### src/scrb_regs.svh
// Register field positions, codes and reset values of the synthesizer configuration bank
`ifndef SCRB_REGS_SVH
`define SCRB_REGS_SVH

// Control code field
`define SCRB_CTRL_MSB 2
`define SCRB_CTRL_LSB 0
`define SCRB_SEL_INTFRAC 3'h0
`define SCRB_SEL_LOWFRAC 3'h1
`define SCRB_SEL_REFDIV 3'h2
`define SCRB_SEL_FUNC 3'h3
`define SCRB_SEL_DELAY 3'h7

// Integer/fraction word fields
`define SCRB_R0_RAMP_BIT 31
`define SCRB_R0_MUX_MSB 30
`define SCRB_R0_MUX_LSB 27
`define SCRB_R0_INT_MSB 26
`define SCRB_R0_INT_LSB 15
`define SCRB_R0_FRACTIONAL_DIVIDE_VALUE_MSB 14
`define SCRB_R0_FRACTIONAL_DIVIDE_VALUE_LSB 3

// Low fraction / phase word fields
`define SCRB_R1_PHEN_BIT 28
`define SCRB_R1_FRACTIONAL_DIVIDE_VALUE_MSB 27
`define SCRB_R1_FRACTIONAL_DIVIDE_VALUE_LSB 15
`define SCRB_R1_PH_MSB 14
`define SCRB_R1_PH_LSB 3

// Reference divider word fields
`define SCRB_R2_CSR_BIT 28
`define SCRB_R2_CP_MSB 27
`define SCRB_R2_CP_LSB 24
`define SCRB_R2_PRESC_BIT 22
`define SCRB_R2_HALF_BIT 21
`define SCRB_R2_DBL_BIT 20
`define SCRB_R2_RCNT_MSB 19
`define SCRB_R2_RCNT_LSB 15
`define SCRB_R2_CLK1_MSB 14
`define SCRB_R2_CLK1_LSB 3

// Function word fields
`define SCRB_R3_BLEED_MSB 24
`define SCRB_R3_BLEED_LSB 22
`define SCRB_R3_BLEEDEN_BIT 21
`define SCRB_R3_LOL_BIT 16

// Ramp delay word fields
`define SCRB_R7_FLAG_MSB 23
`define SCRB_R7_FLAG_LSB 15
`define SCRB_R7_DS_MSB 14
`define SCRB_R7_DS_LSB 3

// Reset values
`define SCRB_WORD_RESET 32'h0000_0000
`define SCRB_PHASE_RESET 12'h000
`define SCRB_ACC_RESET 12'h000

`endif

### src/scrb_pkg.sv
// Shared types of the synthesizer configuration bank
`default_nettype none
package scrb_pkg;
	typedef logic [31:0] scrb_word_type;
	typedef logic [2:0] scrb_sel_type;
	typedef enum logic [1:0]
	{
		SCRB_SHIFT_IDLE = 2'b01,
		SCRB_SHIFT_BUSY = 2'b10
	} scrb_shift_state_type;
endpackage
`default_nettype wire

### src/scrb_shift_if.sv
// Interface between serial shifter and register bank
`default_nettype none
interface scrb_shift_if;
	logic load;
	scrb_pkg::scrb_word_type word;
	modport shifter (output load, output word);
	modport bank (input load, input word);
endinterface
`default_nettype wire

### src/scrb_bank.sv
// Configuration register bank of a fractional-N synthesizer with serial load
// Overview of operation
// RULE_01: Control code 000 routes the word to the integer/fraction register.
// RULE_02: Integer/fraction bit 31 enables the frequency ramp.
// RULE_03: Integer/fraction bits 30:27 pick the monitor multiplexer source.
// RULE_04: Integer/fraction bits 26:15 give the 12-bit integer divide value.
// RULE_05: Fraction is 25 bits: high 12 from word zero, low 13 from word one.
// RULE_06: Control code 001 routes the word to the low fraction/phase register.
// RULE_07: Low fraction bit 28 enables phase adjust using phase word bits 14:3.
// RULE_08: Phase advances by phase word times 360 degrees over 4096.
// RULE_09: A new phase word acts only after a later write to word zero.
// RULE_10: Host writes reserved bits zero; phase word zero when unused.
// RULE_11: Control code 010 routes the word to the reference divider register.
// RULE_12: Host enables slip reduction only with positive polarity, minimum current.
// RULE_13: Reference divider bits 27:24 set charge pump current.
// RULE_14: Reference divider bit 22 selects 4/5 or 8/9 prescaler.
// RULE_15: Host uses 8/9 above 8 GHz; integer at least 23 or 75.
// RULE_16: Bit 21 inserts a divide-by-two stage after the reference counter.
// RULE_17: Bit 20 clear uses falling edge only; set doubles, both edges active.
// RULE_18: Bits 19:15 set the reference counter, ratios 1 to 32.
// RULE_19: Bits 14:3 load the 12-bit first ramp clock divider.
// RULE_20: Host writes code 011 for function register, reserved zero, bit 17 one.
// RULE_21: Function bits 24:22 pick bleed level; bit 21 enables bleed.
// RULE_22: Function bit 16 controls lock loss indication, also on lost reference.
// RULE_23: Destination latch is decoded from the three low bits, codes 000 to 111.
// RULE_24: Double-buffered settings take effect only after a later write to word zero.
// RULE_25: Words shift in MSB first; load strobe edge moves them into the latch.
// RULE_26: Delay register, code 111, holds 12-bit start word and flags in 23:15.
`default_nettype none
`include "scrb_regs.svh"
module scrb_bank
(
	input wire logic core_clk,
	input wire logic rst_b,
	input wire logic ser_clk,
	input wire logic ser_data,
	input wire logic ser_load,
	input wire logic ref_in,
	output logic ramp_enable,
	output logic [3:0] monitor_mux_select,
	output logic [11:0] integer_value,
	output logic [24:0] fractional_divide_value,
	output logic phase_adjust_enable,
	output logic [11:0] phase_accum,
	output logic cycle_slip_reducer_enable,
	output logic [3:0] charge_pump_current,
	output logic prescaler_high,
	output logic reference_halver_enable,
	output logic reference_doubler_enable,
	output logic [4:0] reference_count,
	output logic [11:0] ramp_clock_divider,
	output logic [2:0] bleed_current_level,
	output logic bleed_enable,
	output logic lock_loss_indication,
	output logic [11:0] delay_start_word,
	output logic [8:0] delay_flags,
	output logic pfd_ref_tick
);
	// ----------------------------------------
	// Serial front end
	// ----------------------------------------
	scrb_shift_if sh ();

	scrb_shifter u_shifter
	(
		.core_clk(core_clk),
		.rst_b(rst_b),
		.ser_clk(ser_clk),
		.ser_data(ser_data),
		.ser_load(ser_load),
		.sh(sh)
	);

	// ----------------------------------------
	// Latches and double buffers
	// ----------------------------------------
	scrb_pkg::scrb_sel_type sel;
	scrb_pkg::scrb_word_type word0;
	scrb_pkg::scrb_word_type next_word0;
	scrb_pkg::scrb_word_type word1;
	scrb_pkg::scrb_word_type next_word1;
	scrb_pkg::scrb_word_type word2;
	scrb_pkg::scrb_word_type next_word2;
	scrb_pkg::scrb_word_type word3;
	scrb_pkg::scrb_word_type next_word3;
	scrb_pkg::scrb_word_type word7;
	scrb_pkg::scrb_word_type next_word7;
	scrb_pkg::scrb_word_type act1;
	scrb_pkg::scrb_word_type next_act1;
	scrb_pkg::scrb_word_type act2;
	scrb_pkg::scrb_word_type next_act2;
	logic [11:0] next_phase_accum;
	logic w0;

	assign sel = sh.word[`SCRB_CTRL_MSB:`SCRB_CTRL_LSB]; // [RULE_23]
	assign w0 = sh.load && sel == `SCRB_SEL_INTFRAC; // [RULE_01]

	// Decode destination; staged words copy to active set on word zero write
	always_comb
	begin
		next_word0 = word0;
		next_word1 = word1;
		next_word2 = word2;
		next_word3 = word3;
		next_word7 = word7;
		next_act1 = act1;
		next_act2 = act2;
		next_phase_accum = phase_accum;
		if (sh.load)
		begin
			unique case (sel) // [RULE_23]
				`SCRB_SEL_INTFRAC: next_word0 = sh.word; // [RULE_01]
				`SCRB_SEL_LOWFRAC: next_word1 = sh.word; // [RULE_06]
				`SCRB_SEL_REFDIV: next_word2 = sh.word; // [RULE_11]
				`SCRB_SEL_FUNC: next_word3 = sh.word;
				`SCRB_SEL_DELAY: next_word7 = sh.word; // [RULE_26]
				default: next_word0 = word0; // Codes owned by other banks
			endcase
		end
		if (w0)
		begin
			next_act1 = word1; // [RULE_24]
			next_act2 = word2; // [RULE_24]
			// Phase step applied once per word zero write, modulo a full turn
			if (word1[`SCRB_R1_PHEN_BIT])
				next_phase_accum = phase_accum + word1[`SCRB_R1_PH_MSB:`SCRB_R1_PH_LSB]; // [RULE_07] [RULE_08] [RULE_09]
		end
	end

	always_ff @(posedge core_clk or negedge rst_b)
	begin
		if (!rst_b)
		begin
			word0 <= `SCRB_WORD_RESET;
			word1 <= `SCRB_WORD_RESET;
			word2 <= `SCRB_WORD_RESET;
			word3 <= `SCRB_WORD_RESET;
			word7 <= `SCRB_WORD_RESET;
			act1 <= `SCRB_WORD_RESET;
			act2 <= `SCRB_WORD_RESET;
			phase_accum <= `SCRB_ACC_RESET;
		end
		else
		begin
			word0 <= next_word0;
			word1 <= next_word1;
			word2 <= next_word2;
			word3 <= next_word3;
			word7 <= next_word7;
			act1 <= next_act1;
			act2 <= next_act2;
			phase_accum <= next_phase_accum;
		end
	end

	// ----------------------------------------
	// Field decode
	// ----------------------------------------
	// Word zero fields act at once
	assign ramp_enable = word0[`SCRB_R0_RAMP_BIT]; // [RULE_02]
	assign monitor_mux_select = word0[`SCRB_R0_MUX_MSB:`SCRB_R0_MUX_LSB]; // [RULE_03]
	assign integer_value = word0[`SCRB_R0_INT_MSB:`SCRB_R0_INT_LSB]; // [RULE_04]
	assign fractional_divide_value = {word0[`SCRB_R0_FRACTIONAL_DIVIDE_VALUE_MSB:`SCRB_R0_FRACTIONAL_DIVIDE_VALUE_LSB],
		act1[`SCRB_R1_FRACTIONAL_DIVIDE_VALUE_MSB:`SCRB_R1_FRACTIONAL_DIVIDE_VALUE_LSB]}; // [RULE_05]
	assign phase_adjust_enable = act1[`SCRB_R1_PHEN_BIT]; // [RULE_07]

	// Non-buffered reference divider bits follow the latch directly
	assign cycle_slip_reducer_enable = word2[`SCRB_R2_CSR_BIT];
	assign prescaler_high = word2[`SCRB_R2_PRESC_BIT]; // [RULE_14]
	assign charge_pump_current = act2[`SCRB_R2_CP_MSB:`SCRB_R2_CP_LSB]; // [RULE_13]
	assign reference_halver_enable = act2[`SCRB_R2_HALF_BIT]; // [RULE_16]
	assign reference_doubler_enable = act2[`SCRB_R2_DBL_BIT]; // [RULE_17]
	assign reference_count = act2[`SCRB_R2_RCNT_MSB:`SCRB_R2_RCNT_LSB]; // [RULE_18]
	assign ramp_clock_divider = act2[`SCRB_R2_CLK1_MSB:`SCRB_R2_CLK1_LSB]; // [RULE_19]

	assign bleed_current_level = word3[`SCRB_R3_BLEED_MSB:`SCRB_R3_BLEED_LSB]; // [RULE_21]
	assign bleed_enable = word3[`SCRB_R3_BLEEDEN_BIT]; // [RULE_21]
	assign lock_loss_indication = word3[`SCRB_R3_LOL_BIT]; // [RULE_22]

	assign delay_start_word = word7[`SCRB_R7_DS_MSB:`SCRB_R7_DS_LSB]; // [RULE_26]
	assign delay_flags = word7[`SCRB_R7_FLAG_MSB:`SCRB_R7_FLAG_LSB]; // [RULE_26]

	// ----------------------------------------
	// Reference path
	// ----------------------------------------
	logic ref_d;
	logic next_ref_d;
	logic [4:0] rcnt;
	logic [4:0] next_rcnt;
	logic half_q;
	logic next_half_q;
	logic tick;
	logic next_tick;
	logic ref_edge;
	logic rc_out;

	// Falling edge only, or both edges when doubled; counter value 0 means 32
	always_comb
	begin
		next_ref_d = ref_in;
		ref_edge = reference_doubler_enable ? (ref_in != ref_d) : (ref_d && !ref_in); // [RULE_17]
		next_rcnt = rcnt;
		rc_out = 1'b0;
		next_half_q = half_q;
		next_tick = 1'b0;
		if (ref_edge)
		begin
			if (rcnt + 5'h01 == reference_count)
			begin
				next_rcnt = 5'h00;
				rc_out = 1'b1; // [RULE_18]
			end
			else
				next_rcnt = rcnt + 5'h01;
		end
		if (rc_out)
		begin
			next_half_q = !half_q;
			next_tick = reference_halver_enable ? half_q : 1'b1; // [RULE_16]
		end
	end

	always_ff @(posedge core_clk or negedge rst_b)
	begin
		if (!rst_b)
		begin
			ref_d <= 1'b0;
			rcnt <= 5'h00;
			half_q <= 1'b0;
			tick <= 1'b0;
		end
		else
		begin
			ref_d <= next_ref_d;
			rcnt <= next_rcnt;
			half_q <= next_half_q;
			tick <= next_tick;
		end
	end

	assign pfd_ref_tick = tick;

	// ----------------------------------------
	// Checks
	// ----------------------------------------
	property p_phase_step;
		@(posedge core_clk) disable iff (!rst_b)
		(w0 && word1[`SCRB_R1_PHEN_BIT]) |=> phase_accum == 12'($past(phase_accum) + $past(word1[14:3]));
	endproperty
	a_phase_step: assert property (p_phase_step) else $error("phase step not applied"); // [RULE_08]

	property p_phase_hold;
		@(posedge core_clk) disable iff (!rst_b)
		!w0 |=> $stable(phase_accum);
	endproperty
	a_phase_hold: assert property (p_phase_hold) else $error("phase moved without word zero write"); // [RULE_09]

	property p_buffer_hold;
		@(posedge core_clk) disable iff (!rst_b)
		!w0 |=> ($stable(charge_pump_current) && $stable(reference_count) && $stable(ramp_clock_divider));
	endproperty
	a_buffer_hold: assert property (p_buffer_hold) else $error("buffered field changed early"); // [RULE_24]

	property p_buffer_take;
		@(posedge core_clk) disable iff (!rst_b)
		w0 |=> fractional_divide_value[12:0] == $past(word1[27:15]);
	endproperty
	a_buffer_take: assert property (p_buffer_take) else $error("low fraction not transferred"); // [RULE_05]

	property p_route_r0;
		@(posedge core_clk) disable iff (!rst_b)
		w0 |=> (integer_value == $past(sh.word[26:15]) && ramp_enable == $past(sh.word[31]));
	endproperty
	a_route_r0: assert property (p_route_r0) else $error("word zero not latched"); // [RULE_01]

	property p_route_r2;
		@(posedge core_clk) disable iff (!rst_b)
		(sh.load && sel == 3'h2) |=> prescaler_high == $past(sh.word[22]);
	endproperty
	a_route_r2: assert property (p_route_r2) else $error("reference divider not latched"); // [RULE_11]

	property p_route_r3;
		@(posedge core_clk) disable iff (!rst_b)
		(sh.load && sel == 3'h3) |=> lock_loss_indication == $past(sh.word[16]);
	endproperty
	a_route_r3: assert property (p_route_r3) else $error("function word not latched"); // [RULE_22]

	property p_route_r7;
		@(posedge core_clk) disable iff (!rst_b)
		(sh.load && sel == 3'h7) |=> delay_start_word == $past(sh.word[14:3]);
	endproperty
	a_route_r7: assert property (p_route_r7) else $error("delay word not latched"); // [RULE_26]

	property p_route_r1;
		@(posedge core_clk) disable iff (!rst_b)
		(sh.load && sel == 3'h1) |=> word1 == $past(sh.word);
	endproperty
	a_route_r1: assert property (p_route_r1) else $error("low fraction word not latched"); // [RULE_06]

	property p_tick_single;
		@(posedge core_clk) disable iff (!rst_b)
		pfd_ref_tick |-> $past(ref_edge);
	endproperty
	a_tick_single: assert property (p_tick_single) else $error("reference tick without a counted edge"); // [RULE_18]

	c_word0: cover property (@(posedge core_clk) disable iff (!rst_b) w0);
	c_phase: cover property (@(posedge core_clk) disable iff (!rst_b) w0 && word1[28]);
	c_delay: cover property (@(posedge core_clk) disable iff (!rst_b) sh.load && sel == 3'h7);
	c_tick: cover property (@(posedge core_clk) disable iff (!rst_b) pfd_ref_tick);
endmodule
`default_nettype wire

### src/scrb_shifter.sv
// Serial input shift register with load strobe edge detection
`default_nettype none
`include "scrb_regs.svh"
module scrb_shifter
(
	input wire logic core_clk,
	input wire logic rst_b,
	input wire logic ser_clk,
	input wire logic ser_data,
	input wire logic ser_load,
	scrb_shift_if.shifter sh
);
	// ----------------------------------------
	// Shift and latch
	// ----------------------------------------
	scrb_pkg::scrb_word_type shreg;
	scrb_pkg::scrb_word_type next_shreg;
	scrb_pkg::scrb_word_type word_q;
	scrb_pkg::scrb_word_type next_word_q;
	logic clk_d;
	logic next_clk_d;
	logic load_d;
	logic next_load_d;
	logic load_p;
	logic next_load_p;
	scrb_pkg::scrb_shift_state_type st;
	scrb_pkg::scrb_shift_state_type next_st;

	// Shift MSB first on serial clock rise; hold while load is high
	always_comb
	begin
		next_clk_d = ser_clk;
		next_load_d = ser_load;
		next_shreg = shreg;
		next_word_q = word_q;
		next_load_p = 1'b0;
		next_st = st;
		unique case (st)
			scrb_pkg::SCRB_SHIFT_IDLE:
			begin
				if (!ser_load)
					next_st = scrb_pkg::SCRB_SHIFT_BUSY;
			end
			scrb_pkg::SCRB_SHIFT_BUSY:
			begin
				if (ser_clk && !clk_d && !ser_load)
					next_shreg = {shreg[30:0], ser_data}; // [RULE_25]
				if (ser_load && !load_d)
				begin
					next_word_q = shreg; // [RULE_25]
					next_load_p = 1'b1;
					next_st = scrb_pkg::SCRB_SHIFT_IDLE;
				end
			end
		endcase
	end

	always_ff @(posedge core_clk or negedge rst_b)
	begin
		if (!rst_b)
		begin
			shreg <= `SCRB_WORD_RESET;
			word_q <= `SCRB_WORD_RESET;
			clk_d <= 1'b0;
			load_d <= 1'b1;
			load_p <= 1'b0;
			st <= scrb_pkg::SCRB_SHIFT_IDLE;
		end
		else
		begin
			shreg <= next_shreg;
			word_q <= next_word_q;
			clk_d <= next_clk_d;
			load_d <= next_load_d;
			load_p <= next_load_p;
			st <= next_st;
		end
	end

	assign sh.load = load_p;
	assign sh.word = word_q;

	// ----------------------------------------
	// Checks
	// ----------------------------------------
	property p_load_latches;
		@(posedge core_clk) disable iff (!rst_b)
		(st == scrb_pkg::SCRB_SHIFT_BUSY && ser_load && !load_d) |=> (sh.load && sh.word == $past(shreg));
	endproperty
	a_load_latches: assert property (p_load_latches) else $error("load strobe did not latch word"); // [RULE_25]

	property p_load_pulse;
		@(posedge core_clk) disable iff (!rst_b)
		sh.load |=> !sh.load;
	endproperty
	a_load_pulse: assert property (p_load_pulse) else $error("load pulse longer than one cycle"); // [RULE_25]
endmodule
`default_nettype wire

### config.mk
export PLATFORM = sky130hd
export DESIGN_NAME = scrb_bank
export DESIGN_NICKNAME = d
export VERILOG_FILES = /design/src/scrb_pkg.sv /design/src/scrb_shift_if.sv /design/src/scrb_bank.sv /design/src/scrb_shifter.sv
export VERILOG_INCLUDE_DIRS = /design/src
export SDC_FILE = /design/constraint.sdc
export NUM_CORES = 1
export LEC_CHECK = 0
export ABC_AREA = 1
export ABC_CLOCK_PERIOD_IN_PS = 3570
export BUFFER_PORTS_ARGS = -buffer_cell sky130_fd_sc_hd__buf_2
export CAP_MARGIN = 20
export CORE_UTILIZATION = 37
export DETAILED_ROUTE_END_ITERATION = 6
export GPL_TIMING_DRIVEN = 1
export PLACE_DENSITY_LB_ADDON = 0.3
export SYNTH_ARGS = -nofsm -noshare
export SYNTH_HDL_FRONTEND = slang
export SYNTH_SLANG_ARGS = --single-unit
### constraint.sdc
create_clock -name core_clk -period 3.57 [get_ports core_clk]
set_clock_uncertainty 0.1 [all_clocks]
set_input_delay 0.5355 -clock core_clk [delete_from_list [all_inputs] [get_ports core_clk]]
set_output_delay 0.5355 -clock core_clk [all_outputs]
set_load 0.01 [all_outputs]
==> metrics.md, run 1 <==
| Metric | Value |
|---|---|
| Run status | complete, but fails checks |
| Violated checks | negative hold slack |
| Endpoint class of the critical path | flop |
| Die Outline Area | 25,550 µm² |
| Worst Path Max Fanout | 45 |
| Wire per inst | between 10 and 15 µm |
| Overall fraction of global-route tracks in use | 0.1651 |
| Crit start category | flop |
| Worst path slowest cell | dfrtp_1 |
| Total congestion overflow after global routing | 0 |
| Path class of the lowest-slack min-delay path | in2async |
| Minimum period implied by the final worst setup slack | 2100 ps |
| Worst Hold Margin | -29.48 ps |
| Max Transition Viols Final | 0 |
| Fill cell instance count of the final layout | 2,370 |
| Unrepaired setup endpoints after global routing | false |
| Initial Utilization | 0.3780 |
| Last weighted congestion value of the routability-driven placer | 0.8422 |
| Reported max-cap violation count | 0 |
| Die H | 159.8 µm |
| Summed instance area of the synthesized netlist | 9219 µm² |
| # port buffers | 112 |
| Routed wire length | 20,900 µm |
| Signed area change from the synthesized netlist to the final layout | 19.15% |
| Syn nets | 1,020 |
| Vias post-DR | about 6,700 |
| Post-cts gate resize count | 0 |
| Cell class contributing the biggest share of worst-path delay | simple AND/OR/NAND/NOR gates |
| Most heavily used metal layer in global routing | met2 |
| Number of search-and-repair iterations in the first detailed-routing pass | 5 |
| Max VDD drop | 0.0003310 V |
| DP HPWL | 13,600 µm |
| Row Count | 57 |
| DRC violations left | 0 |
| CP required | around 3900 ps |
| Global routing usage on met2 | 0.2547 |
| TNS Setup | 0 ps |
| Number of primary I/O pins | about 110 |
| Most common library cell in the layout ignoring fill and taps | nand2_1 |
| Setup-failing EPs final | 0 |
| Final net count | 1,125 |
| Horizontal die dimension | 159.8 µm |
| Wire length of the first global-routing pass | roughly 34,000 µm |
| Worst Path Arrival | 2400 ps |
| Global-route track usage on met1 | 0.2458 |
| Sequential fraction of the synthesis area | 0.6300 |
| Largest stage delay on the critical path | 430 ps |
| GR met3 Demand/Resource | 0.02442 |
| H-tree Lvls | 1 |
| Pin count of the biggest net entering global routing | 99 |
| Synthesized area per cell | 9.219 µm² |
| Overall power | 9.398 mW |
| Logic pwr share | 0.271 |
| Critical Path, Cell by Cell | nor2_4 -> nand3_4 -> inv_4 -> nand2_2 -> inv_2 -> nand2_1 -> o21a_1 |
| Placement-stage cell area | 10,110 µm² |
| Clk sinks | 232 |
| Final Hold Fails | 61 |
| Post-synthesis register bit count | 232 |
| Total number of yosys warnings | 0 |
| Setup Fix Bufs, Post-CTS | 0 |
| Detailed router's first-iteration violation count | between 400 and 500 |
| Antenna violations before repair | 0 |
| Minimum setup slack after placement | 1194 ps |
| Net switching fraction of the power | 0.3416 |
| Maximum operating frequency | between 400 and 500 MHz |
| CTS tree | done |
| Maximum clock path buffer count | 3 |
| FF/Latch Area | 5808 µm² |
| Share of the clock period used by the worst path | 0.5883 |
| P per Cell Area | between 800 and 900 nW/µm² |
| Routed Antenna Nets | 0 |
| Slew at the pin closest to its max-slew limit | 950.9 ps |
| Clk Latency, worst-skew pair | 520 ps |
| Antenna cell count | 0 |
| Inserted Clock Buffers | 25 |
| Root cell of the clock tree | clkbuf_16 |
| Clock power frac | 0.280 |
| Tightest slew margin relative to the limit | 0.3653 |
| Via count of the first global-routing pass | 6,353 |
| Sequential share of power | 0.449 |
| Number of distinct library cells after synthesis | 30 |
| Worst-path clk slew | 60 ps |
| Type of the worst setup path | reg2reg |
| Commonest non-fill, non-tap cells in the layout | nand2_1 (337), dfrtp_1 (230), o21ai_0 (134) |
| Final worst slack | 1470 ps |
| Buffer and inverter count on the worst path | 2 |
| Count of hold-fix buffers inserted at cts | 0 |
| Switching pwr | 3.211 mW |
| Multi-input combinational cell area | 2920 µm² |
| Layout cells sized above 1 | 0.1575 |
| Via count normalized by instance count | 4.652 |
| Post-synthesis cell count | ~1,000 |
| Final std cell area, no fill | 10,980 µm² |
| Core Box Area | 24,390 µm² |
| Internal Power | 6.187 mW |
| Static leakage | 5.783 nW |
==> final cells by class <==
| type | count | area share |
|---|---|---|
| well taps | 324 | 0.03691 |
| clock buffers | 31 | 0.06265 |
| inverters | 85 | 0.02927 |
| repair buffers | 119 | 0.06128 |
| multi-input cells | 642 | 0.2659 |
| flip-flops and latches | 232 | 0.5288 |
| clock inverters | 15 | 0.01526 |
==> power groups by stage <==
stage	Combinational [mW]	Clock, mW	Sequential, mW
3_3_place_gp	2.51	0	4.24
4_1_cts	2.59	2.70	4.22
2_1_floorplan	1.32	0	4.39
3_5_place_dp	2.57	0	4.26
5_1_grt	2.90	2.81	4.34
6_report	2.54	2.64	4.22
==> final timing paths <==
check | from | end | slack [ps] | cells past startpoint
min in group core_clk | ser_load | u_shifter.load_d | 40 | 1
hold reg to reg | word1[18] | act1[18] | 370 | 2
setup reg to reg | u_shifter.sh.word[2] | phase_accum[5] | 1470 | 7
max in group asynchronous | rst_b | word1[28] | 2530 | 2
hold / removal | rst_b | word7[7] | -30 | 1
setup / recovery | u_shifter.sh.word[2] | phase_accum[5] | 1470 | 7
==> stage by stage <==
stage / cells / utilization / hold slack [ps]
6_report: 1448 / 0.4503 / -29.48
5_1_grt: 1448 / 0.4503 / 19.00
4_1_cts: 1447 / 0.4495 / 6.524
3_5_place_dp: 1401 / 0.4144 / 354.7
3_3_place_gp: 1401 / 0.4144 / 353.1
2_1_floorplan: 1000 / - / 139.9
==> registers in the layout, summed over array words and instances (netlist names), 2 cells and up <==
name	cells
u_shifter.sh.word	32
u_shifter.shreg	32
word0	29
word1	26
word2	25
act2	23
word7	21
act1	14
phase_accum	12
rcnt	5
word3	5
u_shifter.st	2
==> layer usage <==
| layer | vias to the layer above | part of all wire | wire length [µm] |
|---|---|---|---|
| met5 | - | 0 | 0 |
| met2 | 95 | 0.46 | 9559 |
| met3 | 27 | 0.035 | 725 |
| met4 | 0 | 0.015 | 318 |
| li1 | 3386 | - | - |
| met1 | 3228 | 0.49 | 10300 |
==> cell families (layout without fill, tap and decap cells) <==
family	after synthesis	after routing	share of synthesized area
xor+xnor	5	5	0.004751
fa+ha+maj	14	14	0.01982
simple gates	436	436	0.1885
buf+inv	126	250	0.05456
compound gates	187	187	0.1023
flops	232	232	0.6300
==> cells in the mapped netlist <==
library cell,number,area share
o21ai_0,134,0.073
o21a_1,1,0.00081
ha_1,13,0.018
inv_2,2,0.00081
o21bai_1,1,0.00081
or2_2,1,0.00068
xor2_1,3,0.0029
nor2_1,57,0.023
nand2_2,1,0.00068
nor2_4,1,0.0012
nand3_2,1,0.0011
buf_6,1,0.0012
nand3_4,1,0.0019
nand2_1,337,0.14
nor3_4,1,0.0018
nand4_1,7,0.0048
clkbuf_1,26,0.011
buf_4,1,0.00081
inv_1,82,0.033
nand3_1,28,0.015
buf_2,13,0.0071
a21oi_1,43,0.023
nand3b_1,1,0.00081
a31oi_1,2,0.0014
xnor2_1,2,0.0019
dfstp_2,2,0.0057
inv_4,1,0.00068
dfrtp_1,230,0.62
o21ai_1,6,0.0033
fa_1,1,0.0022
==> worst register-to-register path: cells and delay by family (launching register included) <==
kind	cells	cell delay [ps]
AND/OR/NAND/NOR	4	690
buffers and inverters	2	610
AO/OA/AOI/OAI	1	160
flip-flops	1	430
Power figures use the tool's default switching activity.
==> inputs of run 2 (changes only) <==
--- a/config.mk
+++ b/config.mk
@@ -6,8 +6,8 @@
 export SDC_FILE = /design/constraint.sdc
 export NUM_CORES = 1
 export LEC_CHECK = 0
-export ABC_AREA = 1
-export ABC_CLOCK_PERIOD_IN_PS = 3570
+export ABC_AREA = 0
+export ABC_CLOCK_PERIOD_IN_PS = 1810
 export BUFFER_PORTS_ARGS = -buffer_cell sky130_fd_sc_hd__buf_2
 export CAP_MARGIN = 20
 export CORE_UTILIZATION = 37
==> constraint.sdc (replaced) <==
create_clock -name core_clk -period 1.81 [get_ports core_clk]
set_clock_uncertainty 0.1 [all_clocks]
set_input_delay 0.2715 -clock core_clk [delete_from_list [all_inputs] [get_ports core_clk]]
set_output_delay 0.2715 -clock core_clk [all_outputs]
set_load 0.01 [all_outputs]
==> metrics.md, run 2 <==
| Metric | Value |
|---|---|
| R2r setup slk | -230 ps |
| Logic pwr share | 0.123 |
| Number of primary I/O pins | 113 |
| Setup-failing EPs final | 5 |
| Unrepaired setup endpoints after global routing | true |
| Most common library cells after synthesis | dfrtp_1 (230), mux2_2 (206), nand2_1 (22), o21ai_0 (18), ha_1 (13) |
| Initial Utilization | 0.3800 |
| Signed area change from the synthesized netlist to the final layout | 28.98% |
| Post-synthesis cell count | 607 |
| Type of the worst setup path | reg2reg |
| Max VDD drop | 0.0008948 V |
| Switching pwr | 2.974 mW |
| Post-synthesis register bit count | between 200 and 250 |
| Via count normalized by instance count | 4.906 |
| Final Hold Fails | 0 |
| Post-synthesis async set-or-reset flop share | 1.000 |
| Sequential share of power | 0.469 |
| Most heavily used metal layer in global routing | met2 |
| Summed instance area of the synthesized netlist | 9296 µm² |
| Area share of the largest cell type after synthesis | 0.6191 |
| Inserted Clock Buffers | 25 |
| Clk Latency, worst-skew pair | between 500 and 600 ps |
| Worst-path clk slew | 60 ps |
| Number of flops mapped to enable cells by yosys | 0 |
| Most used flip-flop cell after synthesis | dfrtp_1 |
| Total congestion overflow after global routing | 0 |
| Antenna cell count | 0 |
| Cell class contributing the biggest share of worst-path delay | compound AO/OA/AOI/OAI gates |
| Maximum clock path buffer count | 3 |
| Minimum period implied by the final worst setup slack | 2038 ps |
| Wire length of the first global-routing pass | 32,350 µm |
| Static leakage | 6.190 nW |
| Violated checks | negative setup slack |
| Die Outline Area | 25,760 µm² |
| Core Box Area | 24,460 µm² |
| Syn nets | between 600 and 700 |
| Overall fraction of global-route tracks in use | 0.1551 |
| CTS tree | done |
| Clock power frac | 0.408 |
| Total number of yosys warnings | 0 |
| H-tree Lvls | 1 |
| Routed Antenna Nets | 0 |
| Maximum operating frequency | 490.6 MHz |
| Critical path startpoint | phase_accum[0] |
| Pin count of the biggest net entering global routing | 70 |
| FF/Latch Area | a little under 6000 µm² |
| Largest cells by area after synthesis | dfrtp_1 (62%), mux2_2 (25%), ha_1 (1.7%) |
| Multi-input combinational cell area | 3618 µm² |
| Number of search-and-repair iterations in the first detailed-routing pass | 4 |
| Last weighted congestion value of the routability-driven placer | 0.8085 |
| Layout cells sized above 1 | 0.5748 |
| Fill cell instance count of the final layout | 2,092 |
| Endpoint class of the critical path | flop |
| Crit start category | flop |
| Global routing usage on met2 | 0.2710 |
| Net switching fraction of the power | 0.2428 |
| DRC violations left | 0 |
| CP required | 2110 ps |
| DP HPWL | 13,140 µm |
| Most common library cell in the layout ignoring fill and taps | dfrtp_1 |
| Sequential fraction of the synthesis area | 0.6248 |
| Detailed router's first-iteration violation count | roughly 200 |
| Die H | 160.5 µm |
| Row Count | 57 |
| Most used standard cell by instance count after synthesis | dfrtp_1 |
| Number of cells in the finished layout apart from fillers | 1,140 |
| Final net count | 818 |
| Routed wire length | slightly above 20,000 µm |
| Buffer and inverter count on the worst path | 0 |
| Worst Path Arrival | 2330 ps |
| Slew at the pin closest to its max-slew limit | between 400 and 500 ps |
| Minimum setup slack after placement | -286.5 ps |
| Clk sinks | ~230 |
| Horizontal die dimension | 160.5 µm |
| GR met3 Demand/Resource | 0.02712 |
| Internal Power | between 9 and 10 mW |
| Tightest slew margin relative to the limit | 0.7111 |
| Post-synthesis cell type with the largest combined area | dfrtp_1 |
| Worst R2R Start | phase_accum[0] |
| R2R depth | 7 |
| Via count of the first global-routing pass | 6,165 |
| Path class of the lowest-slack min-delay path | in2async |
| Run status | complete, but fails checks |
| Share of the clock period used by the worst path | 1.126 |
| Number of distinct library cells after synthesis | between 40 and 50 |
| Max Transition Viols Final | 0 |
| Final worst slack | -228.3 ps |
| # port buffers | 112 |
| Endpoint of the worst-slack reg-to-reg timing path | phase_accum[10] |
| Synthesized area per cell | 15.32 µm² |
| Largest stage delay on the critical path | approximately 390 ps |
| Vias post-DR | approximately 5,600 |
| Worst Path Max Fanout | 3 |
| P per Cell Area | 1022 nW/µm² |
| Critical Path, Cell by Cell | ha_2 -> fa_2 -> a21oi_4 -> o21ai_4 -> a2111oi_4 -> mux2i_1 -> nand2_1 |
| Reported max-cap violation count | 0 |
| Root cell of the clock tree | clkbuf_16 |
| Worst path slowest cell | dfrtp_1 |
| Wire per inst | 17.66 µm |
| Antenna violations before repair | 0 |
| Global-route track usage on met1 | 0.1945 |
| Commonest non-fill, non-tap cells in the layout | dfrtp_1 (228), mux2_2 (206), buf_2 (111) |
| Cells after DPL | 1,073 |
==> run 2: layout make-up <==
type                            count  share of cell area
Sequential cell                   232              0.4846
Tap cell                          324             0.03381
Multi-Input combinational cell    344              0.3018
Inverter                            9            0.002818
Clock inverter                     12             0.01190
Timing Repair Buffer              186              0.1096
Clock buffer                       33             0.05552
==> run 2: per-layer routing <==
metal / vias to the layer above / wire length [µm]
li1: 2550 / -
met1: 2886 / 8776
met2: 117 / 10040
met3: 40 / 827
met4: 0 / 499
met5: - / 0
==> run 2: stage by stage <==
step	hold slack [ps]	TNS, ps	utilization	power (mW)	cell area [µm²]
2_1_floorplan	-124.1	-313.9	-	6.476	9314
3_3_place_gp	51.31	-452.6	0.4374	6.951	10700
3_5_place_dp	57.63	-1085	0.4374	7.039	10700
4_1_cts	127.4	-626.5	0.4806	12.18	11760
5_1_grt	139.5	-1190	0.4902	12.76	11990
6_report	127.2	-762.3	0.4902	12.25	11990
==> run 2: what timing repair did <==
item,in CTS,in global routing
pin swaps,14,14
resized for setup,26,28
hold buffers,5,0
setup endpoints to repair,12,43
cloned,0,3
endpoints found under the hold margin,238,0
buffers inserted,9,5
==> run 2: cell families (layout without fill, tap and decap cells) <==
logic type / Yosys count / in the layout / synth area share
flops: 232 / 232 / 0.6248
simple gates: 56 / 56 / 0.03728
compound gates: 48 / 48 / 0.03176
buf+inv: 31 / 240 / 0.01736
fa+ha+maj: 14 / 14 / 0.01965
xor+xnor: 16 / 16 / 0.01507
mux: 210 / 210 / 0.2541
==> run 2: worst max path at each step <==
stage	to	depth (start not counted)
2_1_floorplan	phase_accum[10]	7
3_3_place_gp	phase_accum[10]	7
3_5_place_dp	phase_accum[10]	7
4_1_cts	phase_accum[10]	7
5_1_grt	phase_accum[10]	7
6_report	phase_accum[10]	7
==> run 2: power by group through the flow <==
stage	combinational (mW)	clock [mW]	sequential (mW)
after global routing	1.62	5.36	5.78
after global placement	1.15	0	5.80
after CTS	1.31	5.15	5.72
final	1.50	5.00	5.74
after detailed placement	1.22	0	5.82
after floorplan	0.694	0	5.78
==> run 2: worst register-to-register path: cells and delay by family, from the launching register on <==
family	cells	cell delay (ps)
compound gates	3	580
fa+ha+maj	2	570
flops	1	390
mux	1	220
simple gates	1	60
==> inputs of run 3 (changes only) <==
--- a/config.mk
+++ b/config.mk
@@ -14,6 +14,7 @@
 export DETAILED_ROUTE_END_ITERATION = 6
 export GPL_TIMING_DRIVEN = 1
 export PLACE_DENSITY_LB_ADDON = 0.3
+export RECOVER_POWER = 100
 export SYNTH_ARGS = -nofsm -noshare
 export SYNTH_HDL_FRONTEND = slang
 export SYNTH_SLANG_ARGS = --single-unit
==> metrics.md, run 3 (synthesis results as in run 2) <==
| Metric | Value |
|---|---|
| Minimum setup slack after placement | -286.5 ps |
| Routed Antenna Nets | 0 |
| Run status | complete, but fails checks |
| Pin count of the biggest net entering global routing | 70 |
| Number of search-and-repair iterations in the first detailed-routing pass | 4 |
| Last weighted congestion value of the routability-driven placer | 0.8085 |
| Commonest non-fill, non-tap cells in the layout | dfrtp_1 (229), mux2_2 (206), clkbuf_1 (115) |
| Worst R2R Start | phase_accum[0] |
| Worst path slowest cell | dfrtp_1 |
| Antenna violations before repair | 0 |
| Reported max-cap violation count | 0 |
| Max VDD drop | 0.0008941 V |
| Die Outline Area | 25,760 µm² |
| Maximum clock path buffer count | 3 |
| Routed wire length | 20,210 µm |
| Slew at the pin closest to its max-slew limit | 826.1 ps |
| Wire length on met3 | between 800 and 900 µm |
| Die H | 160.5 µm |
| Share of the clock period used by the worst path | 1.133 |
| Post-Route Utilization | 0.4784 |
| Path class of the lowest-slack min-delay path | in2async |
| Via count normalized by instance count | 4.902 |
| CP required | between 2000 and 2500 ps |
| Met1 WL | 8888 µm |
| Wire per inst | ~18 µm |
| DRC violations left | 0 |
| # port buffers | 112 |
| Setup-failing EPs final | 39 |
| Static leakage | 5.670 nW |
| CTS tree | done |
| Top Layer Used | met4 |
| Row Count | 57 |
| Critical Path, Cell by Cell | ha_2 -> fa_2 -> a21oi_4 -> o21ai_4 -> a2111oi_4 -> mux2i_1 -> nand2_1 |
| Final worst slack | -240.8 ps |
| Most common library cell in the layout ignoring fill and taps | dfrtp_1 |
| H-tree Lvls | 1 |
| Internal Power | ~9 mW |
| Signed area change from the synthesized netlist to the final layout | 25.88% |
| Vias post-DR | roughly 5,600 |
| Largest stage delay on the critical path | 390 ps |
| Inserted Clock Buffers | 25 |
| Unrepaired setup endpoints after global routing | true |
| Maximum operating frequency | 487.6 MHz |
| Detailed router's first-iteration violation count | ~190 |
| Final net count | 818 |
| Max Transition Viols Final | 0 |
| P per Cell Area | 1036 nW/µm² |
| Worst Hold Margin | 302.3 ps |
| Root cell of the clock tree | clkbuf_16 |
| Worst Path Max Fanout | 3 |
| Fill cell instance count of the final layout | 2,170 |
| Overall fraction of global-route tracks in use | 0.1551 |
| Logic pwr share | 0.113 |
| Core Box Area | 24,460 µm² |
| Critical path startpoint | phase_accum[0] |
| Final Hold Fails | 0 |
| Clk Latency, worst-skew pair | a little over 500 ps |
| Net switching fraction of the power | 0.2426 |
| Horizontal die dimension | 160.5 µm |
| Layout cells sized above 1 | 0.4375 |
| DP HPWL | 13,140 µm |
| Met2 wire length | roughly 10000 µm |
| Clk sinks | 232 |
| Worst Path Arrival | 2350 ps |
| Wire length of the first global-routing pass | 32,350 µm |
| Type of the worst setup path | reg2reg |
| Minimum period implied by the final worst setup slack | 2051 ps |
| Total congestion overflow after global routing | 0 |
| Initial Utilization | 0.3800 |
| Clock power frac | 0.414 |
| Endpoint class of the critical path | flop |
| Sequential share of power | 0.473 |
| Switching pwr | around 2.9 mW |
| Crit start category | flop |
| Worst-path clk slew | 60 ps |
| Via count of the first global-routing pass | approximately 6,200 |
| Number of primary I/O pins | 113 |
| Violated checks | negative setup slack |
| Tightest slew margin relative to the limit | 0.4493 |
| Antenna cell count | 0 |
==> run 3: cell types whose count changed in the layout (fill, tap and decap cells not counted), moves of 4 or more <==
cell and change:
clkbuf_4 +4, clkbuf_1 +108, buf_12 -6, clkbuf_2 +8, buf_2 -104, buf_4 -13
==> run 3: power groups by stage <==
stage | clock network [mW] | registers, mW | logic [mW]
2_1_floorplan | 0 | 5.78 | 0.694
3_3_place_gp | 0 | 5.80 | 1.15
3_5_place_dp | 0 | 5.82 | 1.22
4_1_cts | 5.15 | 5.72 | 1.31
5_1_grt | 5.36 | 5.76 | 1.48
6_report | 5.02 | 5.73 | 1.37
==> run 3: repair_timing <==
item	CTS	global route
pin swaps	14	14
buffers inserted	9	5
cloned	0	3
hold endpoints to repair	238	0
endpoints found under the setup margin	12	43
gates resized for setup	26	28
hold buffers	5	0
==> run 3: worst paths after layout <==
| check | to | slack, ps | depth (start not counted) |
|---|---|---|---|
| worst min register to register | act1[26] | 400 | 1 |
| worst max register to register | phase_accum[10] | -240 | 7 |
| max in group asynchronous | word3[16] | 180 | 3 |
| worst max-delay path | phase_accum[10] | -240 | 7 |
| min in group core_clk | u_shifter.clk_d | 360 | 2 |
| worst min-delay path | act2[5] | 300 | 2 |
==> run 3: stage by stage <==
stage	total power, mW	cells	instance area (µm²)	setup TNS (ps)
3_5_place_dp	7.039	1073	10700	-1085
2_1_floorplan	6.476	607	9314	-313.9
6_report	12.12	1140	11700	-5560
5_1_grt	12.61	1140	11700	-15670
3_3_place_gp	6.951	1073	10700	-452.6
4_1_cts	12.18	1132	11760	-626.5
==> run 3: critical path, delay by kind of cell (launching register included) <==
kind,cells,cell delay (ps)
flops,1,390
mux,1,230
simple gates,1,60
fa+ha+maj,2,570
compound gates,3,580
==> run 3: metal layers <==
| layer | GRT usage | up-vias |
|---|---|---|
| met5 | 0 | - |
| met2 | 0.2710 | 109 |
| met1 | 0.1945 | 2882 |
| met3 | 0.02712 | 37 |
| li1 | - | 2560 |
| met4 | 0.04978 | 0 |
==> run 3: layout make-up <==
type                       instances  area [µm²]  share of cell area
sequential                       232        5809              0.4964
multi-input combinational        344        3558              0.3041
timing repair buffer             186        1087             0.09291
clock buffer                      33       665.6             0.05688
tap                              324       405.4             0.03464
clock inverter                    12       142.6             0.01219
inverter                           9       33.78            0.002887
